**config.mk**
```make
export PLATFORM = sky130hd
export DESIGN_NAME = comparator_control_output
export DESIGN_NICKNAME = d
export VERILOG_FILES = /design/src/comparator_control_pkg.sv /design/src/comparator_control_output.sv /design/src/two_flop_sync.sv
export SDC_FILE = /design/constraint.sdc
export NUM_CORES = 1
export LEC_CHECK = 0
export ABC_AREA = 0
export BUFFER_PORTS_ARGS = -buffer_cell sky130_fd_sc_hd__buf_4
export CAP_MARGIN = 30
export CORE_ASPECT_RATIO = 0.8
export CORE_MARGIN = 4
export CORE_UTILIZATION = 46
export CTS_BUF_LIST = sky130_fd_sc_hd__clkbuf_8
export DETAILED_ROUTE_END_ITERATION = 6
export PLACE_DENSITY = 0.86
export RECOVER_POWER = 100
export SLEW_MARGIN = 25
export SYNTH_ARGS = -nofsm -noshare
export SYNTH_HDL_FRONTEND = slang
export SYNTH_SLANG_ARGS = --single-unit
```
**constraint.sdc**
```tcl
create_clock -name clock -period 2.84 [get_ports clock]
set_clock_uncertainty 0.1 [all_clocks]
set_input_delay 0.852 -clock clock [delete_from_list [all_inputs] [get_ports clock]]
set_output_delay 0.852 -clock clock [all_outputs]
set_load 0.03 [all_outputs]
```
**src/comparator_control_pkg.sv**
```systemverilog
// Package with register map, reset values and state types of the comparator control block
package comparator_control_pkg;

    // ------------------------------------------------------------
    // Register offsets
    // ------------------------------------------------------------
    localparam logic [7:0] FIRST_CONTROL_ADDR = 8'h00;
    localparam logic [7:0] SECOND_CONTROL_ADDR = 8'h04;
    localparam logic [7:0] DIRECTION_ADDR = 8'h08;
    localparam logic [7:0] ANALOG_SELECT_ADDR = 8'h0c;
    localparam logic [7:0] PORT_DATA_ADDR = 8'h10;
    localparam logic [7:0] SHUTDOWN_ADDR = 8'h14;

    // ------------------------------------------------------------
    // Field positions
    // ------------------------------------------------------------
    localparam int ON_BIT = 7;
    localparam int RESULT_BIT = 6;
    localparam int DRIVE_BIT = 5;
    localparam int INVERT_BIT = 4;
    localparam int SPEED_BIT = 2;
    localparam int HYST_BIT = 1;
    localparam int SYNC_BIT = 0;
    localparam int SHUT_ENABLE_BIT = 2;
    localparam int RESTART_BIT = 3;
    localparam int SHUT_STATUS_BIT = 4;
    localparam int PORT_WIDTH = 8;

    // ------------------------------------------------------------
    // Types
    // ------------------------------------------------------------
    typedef struct packed {
        logic comparatorOn;
        logic pinDriveEnable;
        logic resultInvert;
        logic speedPowerSelect;
        logic hysteresisOn;
        logic timerSyncOn;
    } control_type;

    typedef struct packed {
        logic out;
        logic oe;
    } pin_drive_type;

    typedef struct packed {
        control_type [1:0] ctrl;
        logic [1:0] dirInput;
        logic [PORT_WIDTH-1:0] analogSel;
        logic [1:0] shutSelect;
        logic shutEnable;
        logic restartEnable;
        logic shutdown;
        logic [1:0] latched;
        logic timerPrev;
        logic [1:0] gate;
        pin_drive_type [1:0] pin;
        logic addrValid;
        logic addrWrite;
        logic [7:0] addr;
        logic [31:0] rdata;
    } state_type;

    // ------------------------------------------------------------
    // Reset values
    // ------------------------------------------------------------
    localparam control_type CONTROL_RESET = '{speedPowerSelect: 1'b1, default: 1'b0};
    localparam logic [1:0] DIRECTION_RESET = 2'h3;
    localparam logic [PORT_WIDTH-1:0] ANALOG_RESET = 8'hff;
    localparam state_type STATE_RESET = '{
        ctrl: {CONTROL_RESET, CONTROL_RESET},
        dirInput: DIRECTION_RESET,
        analogSel: ANALOG_RESET,
        default: '0
    };

endpackage

```
**src/comparator_control_output.sv**
```systemverilog
// Control, output routing and register slave for two comparator channels
`timescale 1ns/1ps
module comparator_control_output (
    input wire logic clock,
    input wire logic rst,
    input wire logic hsel,
    input wire logic [31:0] haddr,
    input wire logic [1:0] htrans,
    input wire logic hwrite,
    input wire logic [2:0] hsize,
    input wire logic [31:0] hwdata,
    input wire logic hready,
    output logic hreadyout,
    output logic hresp,
    output logic [31:0] hrdata,
    input wire logic [1:0] rawCompare,
    input wire logic timerSourceClock,
    input wire logic [comparator_control_pkg::PORT_WIDTH-1:0] portPins,
    output logic [1:0] comparatorOn,
    output logic [1:0] speedPowerSelect,
    output logic [1:0] hysteresisOn,
    output logic [1:0] gateSource,
    output logic pwmShutdown,
    output comparator_control_pkg::pin_drive_type firstResultPin,
    output comparator_control_pkg::pin_drive_type secondResultPin
);
    localparam int PW = comparator_control_pkg::PORT_WIDTH;

    comparator_control_pkg::state_type s_q;
    comparator_control_pkg::state_type s_d;
    logic [1:0] rawSync;
    logic timerSync;
    logic [PW-1:0] portSync;
    logic [1:0] resultNow;
    logic timerFall;
    logic shutTrigger;

    // ------------------------------------------------------------
    // Input synchronisation
    // ------------------------------------------------------------
    two_flop_sync #(.WIDTH(PW + 3)) inputSync (
        .clock(clock),
        .rst(rst),
        .asyncIn({rawCompare, timerSourceClock, portPins}),
        .syncOut({rawSync, timerSync, portSync})
    );

    function automatic logic [7:0] controlByte(input comparator_control_pkg::control_type c,
                                               input logic result);
        logic [7:0] b;
        b = 8'h00;
        b[comparator_control_pkg::ON_BIT] = c.comparatorOn;
        b[comparator_control_pkg::RESULT_BIT] = result;
        b[comparator_control_pkg::DRIVE_BIT] = c.pinDriveEnable;
        b[comparator_control_pkg::INVERT_BIT] = c.resultInvert;
        b[comparator_control_pkg::SPEED_BIT] = c.speedPowerSelect;
        b[comparator_control_pkg::HYST_BIT] = c.hysteresisOn;
        b[comparator_control_pkg::SYNC_BIT] = c.timerSyncOn;
        return b;
    endfunction

    function automatic comparator_control_pkg::control_type controlWrite(input logic [7:0] b);
        comparator_control_pkg::control_type c;
        c.comparatorOn = b[comparator_control_pkg::ON_BIT];
        c.pinDriveEnable = b[comparator_control_pkg::DRIVE_BIT];
        c.resultInvert = b[comparator_control_pkg::INVERT_BIT];
        c.speedPowerSelect = b[comparator_control_pkg::SPEED_BIT];
        c.hysteresisOn = b[comparator_control_pkg::HYST_BIT];
        c.timerSyncOn = b[comparator_control_pkg::SYNC_BIT];
        return c;
    endfunction

    // ------------------------------------------------------------
    // Next state
    // ------------------------------------------------------------
    always_comb begin
        s_d = s_q;
        timerFall = s_q.timerPrev & ~timerSync;
        s_d.timerPrev = timerSync;
        for (int i = 0; i < 2; i++) begin
            // Disabled comparator contributes no input, only the inversion
            resultNow[i] = (s_q.ctrl[i].comparatorOn & rawSync[i]) ^ s_q.ctrl[i].resultInvert;
            if (timerFall) begin
                s_d.latched[i] = resultNow[i];
            end
            s_d.gate[i] = s_q.ctrl[i].timerSyncOn ? s_q.latched[i] : resultNow[i];
            s_d.pin[i].out = s_d.gate[i];
            s_d.pin[i].oe = s_q.ctrl[i].pinDriveEnable & ~s_q.dirInput[i];
        end
        // PWM shutdown from selected results
        shutTrigger = s_q.shutEnable & |(s_q.shutSelect & s_q.gate);
        if (s_q.restartEnable) begin
            s_d.shutdown = shutTrigger;
        end else begin
            s_d.shutdown = s_q.shutdown | shutTrigger;
        end
        if (!s_q.shutEnable) begin
            s_d.shutdown = 1'b0;
        end
        // Register writes in data phase
        if (s_q.addrValid && s_q.addrWrite) begin
            unique case (s_q.addr)
                comparator_control_pkg::FIRST_CONTROL_ADDR: s_d.ctrl[0] = controlWrite(hwdata[7:0]);
                comparator_control_pkg::SECOND_CONTROL_ADDR: s_d.ctrl[1] = controlWrite(hwdata[7:0]);
                comparator_control_pkg::DIRECTION_ADDR: s_d.dirInput = hwdata[1:0];
                comparator_control_pkg::ANALOG_SELECT_ADDR: s_d.analogSel = hwdata[PW-1:0];
                comparator_control_pkg::SHUTDOWN_ADDR: begin
                    s_d.shutSelect = hwdata[1:0];
                    s_d.shutEnable = hwdata[comparator_control_pkg::SHUT_ENABLE_BIT];
                    s_d.restartEnable = hwdata[comparator_control_pkg::RESTART_BIT];
                    // Writing one clears the latched shutdown, a new trigger wins
                    if (hwdata[comparator_control_pkg::SHUT_STATUS_BIT] && !shutTrigger) begin
                        s_d.shutdown = 1'b0;
                    end
                end
                default: begin
                end
            endcase
        end
        // Address phase capture and read data
        s_d.addrValid = hsel & htrans[1] & hready;
        s_d.addrWrite = hwrite;
        s_d.addr = haddr[7:0];
        s_d.rdata = s_q.rdata;
        if (hsel && htrans[1] && hready && !hwrite) begin
            s_d.rdata = 32'h0000_0000;
            unique case (haddr[7:0])
                comparator_control_pkg::FIRST_CONTROL_ADDR:
                    s_d.rdata[7:0] = controlByte(s_d.ctrl[0], resultNow[0]);
                comparator_control_pkg::SECOND_CONTROL_ADDR:
                    s_d.rdata[7:0] = controlByte(s_d.ctrl[1], resultNow[1]);
                comparator_control_pkg::DIRECTION_ADDR: s_d.rdata[1:0] = s_d.dirInput;
                comparator_control_pkg::ANALOG_SELECT_ADDR: s_d.rdata[PW-1:0] = s_d.analogSel;
                comparator_control_pkg::PORT_DATA_ADDR:
                    s_d.rdata[PW-1:0] = portSync & ~s_d.analogSel;
                comparator_control_pkg::SHUTDOWN_ADDR: s_d.rdata[4:0] = {s_d.shutdown,
                    s_d.restartEnable, s_d.shutEnable, s_d.shutSelect};
                default: s_d.rdata = 32'h0000_0000;
            endcase
        end
    end

    always_ff @(posedge clock or posedge rst) begin
        if (rst) begin
            s_q <= comparator_control_pkg::STATE_RESET;
        end else begin
            s_q <= s_d;
        end
    end

    // ------------------------------------------------------------
    // Outputs
    // ------------------------------------------------------------
    assign hreadyout = 1'b1;
    assign hresp = 1'b0;
    assign hrdata = s_q.rdata;
    assign pwmShutdown = s_q.shutdown;
    assign gateSource = s_q.gate;
    assign firstResultPin = s_q.pin[0];
    assign secondResultPin = s_q.pin[1];
    always_comb begin
        for (int i = 0; i < 2; i++) begin
            comparatorOn[i] = s_q.ctrl[i].comparatorOn;
            speedPowerSelect[i] = s_q.ctrl[i].speedPowerSelect;
            hysteresisOn[i] = s_q.ctrl[i].hysteresisOn;
        end
    end

    // ------------------------------------------------------------
    // Assertions
    // ------------------------------------------------------------
    property p_pinFollowsGate;
        @(posedge clock) disable iff (rst)
            !s_q.ctrl[0].timerSyncOn |=> (firstResultPin.out == $past(resultNow[0]));
    endproperty
    a_pinFollowsGate: assert property (p_pinFollowsGate) else $error("pin differs from result");

    property p_pinDrive;
        @(posedge clock) disable iff (rst)
            s_q.pin[1].oe |-> $past(s_q.ctrl[1].pinDriveEnable && !s_q.dirInput[1]);
    endproperty
    a_pinDrive: assert property (p_pinDrive) else $error("pin driven without enable");

    property p_offLow;
        @(posedge clock) disable iff (rst)
            (!s_q.ctrl[0].comparatorOn && !s_q.ctrl[0].resultInvert && !s_q.ctrl[0].timerSyncOn)
            |=> (s_q.gate[0] == 1'b0);
    endproperty
    a_offLow: assert property (p_offLow) else $error("disabled comparator not low");

    property p_invertOff;
        @(posedge clock) disable iff (rst)
            (!s_q.ctrl[1].comparatorOn && s_q.ctrl[1].resultInvert && !s_q.ctrl[1].timerSyncOn)
            |=> (s_q.gate[1] == 1'b1);
    endproperty
    a_invertOff: assert property (p_invertOff) else $error("inversion not applied");

    property p_syncHold;
        @(posedge clock) disable iff (rst) !timerFall |=> $stable(s_q.latched);
    endproperty
    a_syncHold: assert property (p_syncHold) else $error("latch moved without timer edge");

    property p_syncGate;
        @(posedge clock) disable iff (rst)
            (s_q.ctrl[0].timerSyncOn && !timerFall)[*2] |-> (s_q.gate[0] == s_q.latched[0]);
    endproperty
    a_syncGate: assert property (p_syncGate) else $error("synced result not latched");

    property p_shutSet;
        @(posedge clock) disable iff (rst) shutTrigger |=> pwmShutdown;
    endproperty
    a_shutSet: assert property (p_shutSet) else $error("shutdown missed");

    property p_restart;
        @(posedge clock) disable iff (rst)
            (s_q.restartEnable && !shutTrigger && !(s_q.addrValid && s_q.addrWrite))
            |=> !pwmShutdown;
    endproperty
    a_restart: assert property (p_restart) else $error("auto restart failed");

    property p_shutOff;
        @(posedge clock) disable iff (rst) !s_q.shutEnable |=> !pwmShutdown;
    endproperty
    a_shutOff: assert property (p_shutOff) else $error("shutdown without enable");

    property p_portZero;
        @(posedge clock) disable iff (rst)
            (s_q.addrValid && !s_q.addrWrite && s_q.addr == comparator_control_pkg::PORT_DATA_ADDR)
            |-> ((hrdata[PW-1:0] & s_q.analogSel) == '0);
    endproperty
    a_portZero: assert property (p_portZero) else $error("analog pin read nonzero");

    property p_reservedZero;
        @(posedge clock) disable iff (rst)
            (s_q.addrValid && !s_q.addrWrite && s_q.addr == comparator_control_pkg::FIRST_CONTROL_ADDR)
            |-> (hrdata[3] == 1'b0 && hrdata[31:8] == 24'h000000);
    endproperty
    a_reservedZero: assert property (p_reservedZero) else $error("reserved bits set");
endmodule

```
**src/two_flop_sync.sv**
```systemverilog
// Two flip-flop synchroniser for inputs from outside the clock domain
`timescale 1ns/1ps
module two_flop_sync #(
    parameter int WIDTH = 1
) (
    input wire logic clock,
    input wire logic rst,
    input wire logic [WIDTH-1:0] asyncIn,
    output logic [WIDTH-1:0] syncOut
);
    logic [WIDTH-1:0] stage_q;

    always_ff @(posedge clock or posedge rst) begin
        if (rst) begin
            stage_q <= '0;
            syncOut <= '0;
        end else begin
            stage_q <= asyncIn;
            syncOut <= stage_q;
        end
    end
endmodule

```
==> results of run 1 <==
==> how the worst max path moves through the flow <==
stage | startpoint | end | slack [ns] | cells past startpoint
2_1_floorplan | rst | comparatorOn[0]$_DFF_PP0_ | 0.03 | 1
3_3_place_gp | haddr[3] | hrdata[7]$_DFFE_PP0P_ | 0.23 | 7
3_5_place_dp | haddr[3] | hrdata[7]$_DFFE_PP0P_ | 0.19 | 7
4_1_cts | s_q[37]$_DFF_PP0_ | hrdata[5]$_DFFE_PP0P_ | 0.23 | 5
5_1_grt | s_q[37]$_DFF_PP0_ | hrdata[6]$_DFFE_PP0P_ | 0.06 | 6
6_report | s_q[37]$_DFF_PP0_ | hrdata[5]$_DFFE_PP0P_ | 0.19 | 5
==> power by group through the flow <==
stage | Combinational (mW) | Sequential, mW | Clock (mW)
global placement | 0.224 | 1.14 | 0
floorplan | 0.182 | 1.13 | 0
global route | 0.225 | 1.12 | 0.909
finish | 0.209 | 1.12 | 0.833
CTS | 0.230 | 1.12 | 0.852
detailed placement | 0.229 | 1.14 | 0
==> cell type report <==
| cell class | instances | area [um^2] |
|---|---|---|
| Clock buffer | 11 | 151 |
| Sequential cell | 74 | 1870 |
| Multi-Input combinational cell | 204 | 1270 |
| Fill cell | 675 | 3520 |
| Timing Repair Buffer | 63 | 358 |
| Clock inverter | 5 | 55.1 |
| Inverter | 7 | 26.3 |
| Tap cell | 90 | 113 |
==> per-stage QoR <==
stage | area, um^2 | total power [mW] | cells | utilization (%)
final | 3840 | 2.16 | 454 | 52.1
after detailed placement | 3770 | 1.37 | 438 | 51.2
after floorplan | 3560 | 1.31 | 343 | -
after CTS | 3970 | 2.20 | 454 | 54.0
after global routing | 3840 | 2.26 | 454 | 52.1
after global placement | 3770 | 1.36 | 438 | 51.2
==> cell families after synthesis <==
group / synth area share (%)
buffers and inverters: 12.3
other: 0.217
XOR/XNOR: 0.505
AO/OA/AOI/OAI: 12.9
AND/OR/NAND/NOR: 15.7
flip-flops: 53.8
multiplexers: 4.55
==> critical path, stage by stage, from the launching register on <==
cell       delay (ns)
dfrtp_1          0.40
or4_4            0.68
o31ai_1          0.37
a21oi_1          0.15
a2111oi_0        0.61
o21ai_0          0.19
==> synth_stat cells, types with 2 or more instances <==
cell type  number  area share (%)
dfrtp_1        62              45
buf_4          47              10
nand2_1        35             3.8
a21oi_1        22             3.2
nand4_1        19             3.4
o31ai_1        18             3.9
dfstp_2        12             9.1
mux2_2         10             3.2
clkbuf_1        9            0.97
inv_1           7            0.76
o21ai_0         7             1.0
nor2b_1         6             1.1
nand2b_1        5            0.90
nor4_1          4            0.72
a211oi_1        3            0.65
and2_1          3            0.54
and4_1          3            0.76
mux2i_1         3            0.87
nor4b_1         3            0.76
o211ai_1        3            0.65
a211o_1         2            0.51
a21o_1          2            0.43
conb_1          2            0.22
nand3_1         2            0.29
nor2_1          2            0.22
nor3_1          2            0.29
o41ai_1         2            0.51
or2_2           2            0.36
xor2_1          2            0.51
==> registers in the layout, summed over array words and instances, names as in the netlist <==
| register | cells |
|---|---|
| comparatorOn | 2 |
| s_q | 33 |
| secondResultPin | 1 |
| hrdata | 8 |
| speedPowerSelect | 2 |
| inputSync.stage_q | 11 |
| inputSync.syncOut | 11 |
| hysteresisOn | 2 |
| pwmShutdown | 1 |
| firstResultPin | 1 |
| gateSource | 2 |
==> metal layers <==
metal | vias up | routed length (um) | global-route usage, % | share of wire, %
li1 | 1158 | - | - | -
met2 | 125 | 3780 | 27.7 | 46
met3 | 12 | 692 | 5.87 | 8.5
met4 | 0 | 74 | 4.29 | 0.91
met1 | 1232 | 3620 | 26.0 | 44
met5 | - | 0 | 0 | 0
==> results.txt, run 1 <==
* Number of ports placed on the die boundary: 132
- Worst r2r src: s_q[37]$_DFF_PP0_
* Worst hold path depth: 0
* Chip Width: 105 um
- Worst path required time: 2.94 ns
* Final period util: 93.3%
* FFs w/ async S/R, synth: 100%
- Number of setup buffers added after CTS: 0
- # diodes: 0
- Worst reg2reg endpoint: hrdata[5]$_DFFE_PP0P_
- After clock tree synthesis, the clock-pin slew on the worst setup and hold paths is 0.08 ns.
* Setup slack after layout: 0.189 ns
* Maxcap violations: 1
* Primary FF master, synth: dfrtp_1
- Total via count after detailed routing: 2527
* Placeable core region: 7360 um^2
* Combinational share of power: 9.7%
- The count of final hold-check violations came to 0.
* Violations in the final reports: max-capacitance violations, max-slew violations
* Maximum ir drop on the vdd rail: 0.352 mV
- GRT Residual Overflow: 0
- Net load switching power: 0.562 mW
* Clock buffers created by TritonCTS: 9
- In this run switching power makes up 26.0% of total power.
- Entering global routing, the biggest net connects 75 pins.
- After synthesis, the mean cell area works out to 10.9 um^2.
* Most common cell after layout, fill and taps aside: dfrtp_1
* Total internal power: 1.60 mW
- Signal arrival time at the worst endpoint: 2.76 ns
- Worst min path class: flop to flop
- Sequential cells were found to cover 53.8% of the synthesized design area.
- Initial DRC count: 233
- The synthesized design contains 74 register bits.
* Detail-routed net length per standard cell: 18.0 um
- The tree is rooted in a clkbuf_8.
- In this run the power density over the cells is 563 nW/um^2.
- Antenna violations before repair: 0
- The library cells used most frequently in the layout, excluding fill and tap cells, are 62 x dfrtp_1, 35 x nand2_1, 30 x clkbuf_1.
- Starting utilization of the core area: 47.1%
- The clock network accounts for 38.6% of the total power.
* Area growth from synthesis to layout: 10.6%
* Nets@finish: 444
- For this run, the total global-route usage over all layers was measured as 18.3%.
- In this run the most critical hold path is launched from inputSync.stage_q[9]$_DFF_PP0_.
- Clock insertion delay at the later pin of the skew report: 0.35 ns
- Post-CTS Hold Buffers: 0
- Setup violations remaining at the end of the flow were counted as 0.
* Gate count after technology mapping: 319
- Hold timing on the final database bottoms out at a slack of 0.250 ns.
* ANT nets after route: 0
- Site Rows: 28
- For the pin with the worst max-slew slack, the measured transition is 1.80 ns.
* Worst Path Class, Setup: flop to flop
- From bottom edge to top edge, the die measures 85.7 um.
- Derived from the worst setup path, the maximum achievable clock frequency is 377 MHz.
- Max FO, Critical Path: 16
- Slew headroom: -20.0%
* Type of destination of the critical path: flop
- The number of pins with negative max-slew slack in the final report was 75.
- H-tree level count: 3
* Gpl congestion: 0.884
* Setup repair after global routing missed its margin: no
- Aggregate routed wire length: 8.16 mm
- Once detailed placement completed, the half-perimeter wirelength came to 5.91 mm.
* Hold Crit Endpoint: inputSync.syncOut[9]$_DFF_PP0_
- Count of warnings emitted by yosys: 0
- Buffers added on ports: 53
* Average vias per placed instance: 5.57
- Netlist Area Pre-Place: 3470 um^2
- The pre-antenna-repair detailed-routing pass consisted of 5 iterations.
* Logic depth of the worst register-to-register path: 5
* Static leakage: 1.61 nW
- Share of final-layout standard cells stronger than drive strength 1: 18.7%
* Number of synthesized flops with an enable pin: 0
- In this run the deepest clock path goes through 2 buffers.
* CP Launch Type: flop
- Power share of the sequential group: 51.7%
- Setup TNS after final layout: 0 ns
- At the placement stage, the worst setup path has a slack of 0.195 ns.
- Clock sink count: 74
- Total Die Area: 9000 um^2
- TritonCTS built the clock tree.
- The number of global-route vias before repair is 2339.
* Result of the run: finished with violations
- Post-synthesis cell type count: 49
* Register-to-register setup slack: 0.19 ns
* Crit path time final: 2.65 ns
- After detailed routing, the number of remaining DRC violations is 0.
- Post-CTS repair changed the size of 0 cells.
- The first global-routing pass estimated 12.5 mm of wire.
Note: power is estimated with default switching activity, not from simulation.
==> inputs of run 2 (changes only) <==
Settings changed: REMOVE_ABC_BUFFERS from default to 1.
==> run 2 against run 1 <==
The run still ends with max-capacitance violations, max-slew violations left; setup slack lost 0.056 ns; total power shrank 5.8%; wire length decreased by 0.85%; first-iteration DRC count shrank 26%; clock power is 15% lower; utilization down 0.70 points; critical path type unchanged; sequential power is essentially flat.
==> results.txt, run 2 (synthesis gave the netlist of run 1 again) <==
* Result of the run: finished with violations
- The final reports fail on max-capacitance violations, max-slew violations.
- First-pass iteration count of the detailed router: 4 (-1)
* Share of final-layout standard cells stronger than drive strength 1: 18.8% (+0.10 points)
* Aggregate routed wire length: 8.09 mm (-0.85%)
- The insertion delay to the later sink of the worst-skew pair is 0.35 ns (about the same).
- Most common cell after layout, fill and taps aside: dfrtp_1
* Type of destination of the critical path: flop
- The ratio of final minimum period to clock period came to 95.3% (+2.0 points).
- The highest achievable clock rate was 370 MHz (-2.1%).
- The number of cells on the worst hold path is 0 (unchanged).
- Registers with the highest flip-flop counts: s_q (33), inputSync.stage_q (11), inputSync.syncOut (11)
- The slowest stage of the critical path is the o41ai_1 cell.
- # diodes: 0 (unchanged)
- The tightest hold margin came to 0.251 ns (+0.000805 ns).
- Global-route total usage across every layer: 19.0% (+0.70 points)
- The detailed router's first-iteration violation count is 173 (-26%).
* Final setup fails: 0 (unchanged)
* Residual DRC count: 0 (unchanged)
* Multi-input gate area in the final layout: 1270 um^2 (unchanged)
* Placed cell area: 3750 um^2 (-0.40%)
- In this run the clock root is driven by a clkbuf_8.
* Placed Instances: 436 (-0.46%)
- Chip Width: 105 um (unchanged)
- Sequential cell area: 1870 um^2 (unchanged)
* Site Rows: 28 (unchanged)
* Worst reg2reg endpoint: hrdata[1]$_DFFE_PP0P_
* Worst Path Class, Setup: flop to flop
- The number of port buffers is 53 (unchanged).
- The total power draw was 2.04 mW (-5.8%).
* Total via count after detailed routing: 2495 (-1.3%)
- The number of global-route vias before repair was 2512 (+7.4%).
- For hold timing, the worst endpoint is inputSync.syncOut[7]$_DFF_PP0_.
- The detailed-route vias per instance came to 5.52 (-0.83%).
* GRT Residual Overflow: 0 (unchanged)
- Count of non-filler cells in the finished layout: 452 (-0.44%)
* Static leakage: 1.58 nW (-1.7%)
- Register ranked first by flip-flop count: s_q
- Tightest Pin Transition: 1.78 ns (-0.0252 ns)
- The final cell area excluding filler cells was 3780 um^2 (-1.3%).
* Register-to-register setup slack: 0.13 ns (-0.06 ns)
- TritonCTS built the clock tree.
* Signal arrival time at the worst endpoint: 2.81 ns (+0.05 ns)
* Post-CTS Hold Buffers: 0 (unchanged)
- Max-slew violation count: 75 (unchanged)
- Post-Place Worst Slack: 0.223 ns (+0.0283 ns)
- In the layout the commonest cells are 62 x dfrtp_1, 35 x nand2_1, 30 x clkbuf_1.
- The max-capacitance violation count is 1 (unchanged).
- Setup repair after global routing missed its margin: no
* Area growth from synthesis to layout: 9.13%
* Critical path, cell by cell: or4_4, o31ai_1, a21oi_1, o41ai_1, o211ai_1
- Number of setup buffers added after CTS: 0 (unchanged)
- The number of top-level design ports was 132 (unchanged).
- Bufs on Longest Clock Path: 2 (unchanged)
- Worst min path class: flop to flop
- Detail-routed net length per standard cell: 17.9 um (-0.41%)
* Maximum ir drop on the vdd rail: 0.300 mV (-15%)
- The initial core utilization came to 47.1% (unchanged).
- The largest fanout of any net on the critical path is 16 (unchanged).
- The post-CTS resize count came to 0 (unchanged).
- The clock net sink count was 74 (unchanged).
* Gpl congestion: 0.879 (-0.59%)
- DPL Wire Length: 5.85 mm (-0.93%)
- The maximum number of pins on one net before global-route repair came to 75 (unchanged).
- Nets@finish: 442 (-0.45%)
- The path depth of the worst reg2reg path came to 5 (unchanged).
- The filler cell count came to 702 (+4.0%).
- The worst setup path is launched from a flop.
- Largest register FFs: 33 (unchanged)
- The worst max-slew margin expressed relative to the limit is -18.3% (+1.7 points).
* Clock buffers created by TritonCTS: 9 (unchanged)
- Clock Pin Slew Worst Setup and Hold Paths: 0.08 ns (about the same)
* Y dimension of the die: 85.7 um (unchanged)
- The worst register-to-register path begins at s_q[37]$_DFF_PP0_.
* Power per Cell Area: 538 nW/um^2 (-4.5%)
* Setup slack after layout: 0.134 ns (-0.0555 ns)
- ANT nets after route: 0 (unchanged)
- The area of the die came to 9000 um^2 (unchanged).
- In this run the most critical hold path is launched from inputSync.stage_q[7]$_DFF_PP0_.
- Delay of the slowest critical-path stage: 0.69 ns (about the same)
* Placeable core region: 7360 um^2 (unchanged)
* First-pass GRT wire length: 13.0 mm (+4.7%)
* Crit path time final: 2.71 ns (+0.0555 ns)
- Worst path required time: 2.94 ns (about the same)
- Final Hold Vio Count: 0 (unchanged)
- The initial antenna violation count was 0 (unchanged).
* H-tree level count: 3 (unchanged)
[run 2: worst max-delay path, delay by kind of cell (launching register included)]
kind	cells	cell delay (ns)
compound gates	4	1.36
flops	1	0.41
simple gates	1	0.68
[run 2: final cells by class]
type,instances,area share [%]
tap,90,2.98
clock buffer,9,3.27
clock inverter,7,1.22
timing repair buffer,61,9.06
multi-input combinational,204,33.5
inverter,7,0.694
sequential,74,49.3
[run 2: metal layers]
layer / vias up / global-route usage (%) / part of all wire, %
met4: 0 / 6.91 / 1.5
met5: - / 0 / 0
met3: 12 / 5.94 / 8.9
li1: 1157 / - / -
met2: 101 / 29.8 / 48
met1: 1225 / 25.2 / 42
[run 2: worst max-delay path by stage]
stage / from / end
floorplan: s_q[33]$_DFF_PP0_ / hrdata[7]$_DFFE_PP0P_
global placement: s_q[37]$_DFF_PP0_ / hrdata[0]$_DFFE_PP0P_
detailed placement: s_q[37]$_DFF_PP0_ / hrdata[1]$_DFFE_PP0P_
CTS: s_q[37]$_DFF_PP0_ / hrdata[1]$_DFFE_PP0P_
global route: s_q[37]$_DFF_PP0_ / hrdata[1]$_DFFE_PP0P_
finish: s_q[37]$_DFF_PP0_ / hrdata[1]$_DFFE_PP0P_
[run 2: through the flow]
step	util [%]	TNS, ns
after detailed placement	51.0	0
after global routing	51.4	0
final	51.4	0
after floorplan	-	-0.499
after global placement	51.0	0
after CTS	53.3	0
[run 2: where the power goes]
group / switching (mW) / total, mW / internal (mW) / leakage (nW)
clock network: 0.395 / 0.709 / 0.314 / 0.0868
logic: 0.156 / 0.208 / 0.0518 / 0.661
registers: 0.0223 / 1.12 / 1.10 / 0.836
==> inputs of run 3 (changes only) <==
Settings changed: ABC_AREA 0 to 1, CORE_UTILIZATION 46 to 47.
==> run 3 against run 2 <==
The flow now finishes without violations; worst hold slack got worse by 0.0097 ns; global-route usage fell by 1.3 points; highest routed layer unchanged; sequential cell count did not move; sequential share of layout area fell by 4.0 points; combinational power fell by 18%; non-clock buffer count fell by 6; largest cell class unchanged; total power rose by 12%.
==> results.txt, run 3 <==
- The initial antenna violation count came to 0 (unchanged).
- The flop and latch count out of synthesis was 74 (unchanged).
* Most common cell after layout, fill and taps aside: nand2_1
* Most instantiated library cell after synthesis: nand2_1
* Buffers added on ports: 53 (unchanged)
- Residual DRC count: 0 (unchanged)
- The total vias in the final route was 2672 (+7.1%).
- Utilization after layout: 54.7% (+3.2 points)
- The area of the die came to 9360 um^2 (+4.0%).
* Gpl congestion: 0.889 (+1.1%)
- CTS tree: built
- Tightest Pin Transition: 0.757 ns (-1.02 ns)
- The largest registers in the layout are s_q (33), inputSync.stage_q (11), inputSync.syncOut (11).
* Post-CTS Hold Buffers: 0 (unchanged)
- Worst Path Class, Setup: flop to flop
- The insertion delay to the later sink of the worst-skew pair was 0.34 ns (about the same).
* Clock sink count: 74 (unchanged)
- The number of standard-cell rows in the floorplan was 28 (unchanged).
- Ranked by flip-flop count, first place goes to s_q.
- Y dimension of the die: 87.4 um (+2.0%)
* Placed Instances: 571 (+31%)
- Power per Cell Area: 553 nW/um^2 (+2.8%)
* Global-route total usage across every layer: 17.8% (-1.3 points)
- The min-delay analysis places its worst path in the category flop to flop.
* Nets@finish: 562 (+27%)
- Number of synthesized flops with an enable pin: 0 (unchanged)
- The fraction of final layout cells sized beyond drive strength 1 is 16.2% (-2.6 points).
* Bufs on Longest Clock Path: 2 (unchanged)
- First-pass iteration count of the detailed router: 4 (unchanged)
- Number of setup buffers added after CTS: 0 (unchanged)
* Starting utilization of the core area: 49.1% (+2.0 points)
- Initial DRC count: 157 (-9.2%)
- Count of fill cells added during filler insertion: 709 (+1.0%)
- GRT Residual Overflow: 0 (unchanged)
* Number of ports placed on the die boundary: 132 (unchanged)
* Count of non-filler cells in the finished layout: 587 (+30%)
* Count of warnings emitted by yosys: 0 (unchanged)
- Primary FF master, synth: dfrtp_1
- Detail-routed net length per standard cell: 13.1 um (-27%)
* Max FO, Critical Path: 21 (+5)
- Static leakage: 2.22 nW (+40%)
- Average vias per placed instance: 4.55 (-18%)
- Largest net degree at the start of global routing: 75 (unchanged)
- DPL Wire Length: 5.91 mm (+0.98%)
- Largest register FFs: 33 (unchanged)
- Area growth from synthesis to layout: 11.3%
- The cell area after technology mapping was 3700 um^2 (+6.7%).
* Top cells by instance count after synthesis: 109 x nand2_1, 64 x inv_1, 62 x dfrtp_1
* H-tree level count: 3 (unchanged)
- Number of global-route vias before repair: 2653 (+5.6%)
- Highest achievable clock rate: 437 MHz (+18%)
- Setup TNS after final layout: 0 ns (unchanged)
* Type of destination of the critical path: flop
* Final period util: 80.6% (-15 points)
- The horizontal die dimension was 107 um (+2.0%).
- FFs w/ async S/R, synth: 100% (unchanged)
- Commonest non-fill, non-tap cells in the layout: 109 x nand2_1, 65 x inv_1, 62 x dfrtp_1
- Slew headroom: 49.5% (+68 points)
- The post-CTS resize count was 0 (unchanged).
* Root buffer selected by CTS: clkbuf_8
- Sequential cell area: 1870 um^2 (unchanged)
- The average size of a mapped cell is 8.49 um^2 (-22%).
- The biggest area contributor in the post-synthesis netlist is dfrtp_1.
- The count of final hold-check violations was 0 (unchanged).
- The register clock-pin slew on the reported worst setup and hold paths came to 0.08 ns (about the same).
- Cell types occupying the most area after synthesis: dfrtp_1 42%, nand2_1 11%, buf_4 9.7%, dfstp_2 8.5%, nand3_1 7.3%
* ANT nets after route: 0 (unchanged)
- The worst endpoint required time came to 2.97 ns (+0.03 ns).
- The total detailed-routing wirelength was 7.66 mm (-5.3%).
- The number of distinct library cells after synthesis was 30 (-39%).
* Gate count after technology mapping: 436 (+37%)
- The minimum clock period came to 2.29 ns (-0.416 ns).
- The max-capacitance violation count was 0 (-1).
- # diodes: 0 (unchanged)
* Post-synth top area share: 41.9% (-2.8 points)
- Setup repair after global routing left no endpoint under its margin.
- Placeable core region: 7530 um^2 (+2.4%)
- The part of the Yosys area used for sequential elements is 50.5% (-3.4 points).
* Signal arrival time at the worst endpoint: 2.43 ns (-0.38 ns)
* Final setup fails: 0 (unchanged)
- The global-route wire length before repair was 12.8 mm (-1.9%).
- The maximum ir drop on the vdd rail is 0.430 mV (+43%).
* Result of the run: finished clean
- Clock buffers created by TritonCTS: 9 (unchanged)
* Multi-input gate area in the final layout: 1280 um^2 (+0.79%)
- STA classifies the critical path startpoint as a flop.
- The number of pins with negative max-slew slack in the final report came to 0 (-100%).
==> run 3: worst paths after layout <==
kind                                           startpoint                             end  slack [ns]  cells after the start
setup / recovery                        s_q[39]$_DFF_PP0_           hrdata[5]$_DFFE_PP0P_        0.55                     10
setup reg to reg                        s_q[39]$_DFF_PP0_           hrdata[5]$_DFFE_PP0P_        0.55                     10
max in group asynchronous                             rst               s_q[64]$_DFF_PP1_        1.78                      3
hold / removal             inputSync.stage_q[5]$_DFF_PP0_  inputSync.syncOut[5]$_DFF_PP0_        0.24                      0
min in group asynchronous                             rst  inputSync.syncOut[7]$_DFF_PP0_        0.53                      3
hold reg to reg            inputSync.stage_q[5]$_DFF_PP0_  inputSync.syncOut[5]$_DFF_PP0_        0.24                      0
==> run 3: logic make-up (layout without fill, tap and decap cells) <==
family,Yosys count,after routing,synth area share (%)
compound gates,16,16,2.71
xor+xnor,2,2,0.474
buf+inv,119,141,17.1
flops,74,74,50.5
other cells,2,26,0.203
simple gates,223,223,29.0
==> run 3: layout make-up <==
cell class              instances  area share (%)
multi-input cells             267            31.0
flip-flops and latches         74            45.3
inverters                      70            6.38
repair buffers                 55            7.96
clock inverters                 5            2.43
clock buffers                  11            3.68
well taps                     105            3.19
==> run 3: per-stage QoR <==
step / instance area [um^2] / hold WS, ns / power [mW] / setup WS (ns)
3_3_place_gp: 3980 / 0.231 / 1.30 / 0.486
6_report: 4120 / 0.241 / 2.27 / 0.550
3_5_place_dp: 3980 / 0.236 / 1.30 / 0.454
4_1_cts: 4230 / 0.245 / 2.30 / 0.813
5_1_grt: 4120 / 0.257 / 2.37 / 0.350
2_1_floorplan: 3420 / 0.231 / 1.23 / 0.0262
==> run 3: power breakdown <==
group / internal (mW) / switching, mW / total, mW
combinational: 0.0441 / 0.127 / 0.171
sequential: 1.09 / 0.0140 / 1.10
clock: 0.629 / 0.373 / 1.00
==> run 3: routing by layer <==
layer / GRT usage [%] / up-vias / share of wire [%]
li1: - / 1353 / -
met1: 24.3 / 1235 / 46
met2: 28.2 / 77 / 47
met3: 4.15 / 7 / 6.1
met4: 5.57 / 0 / 0.85
met5: 0 / - / 0
==> run 3: critical path: stages (launching register included) <==
cell and delay (ns):
dfrtp_1 0.40, nor2_2 0.14, nand2_2 0.07, inv_1 0.56, nand3_4 0.33, o21ai_1 0.27
nand2_1 0.07, nand2_1 0.08, nand2_1 0.07, nand2_1 0.06, nand2_1 0.04
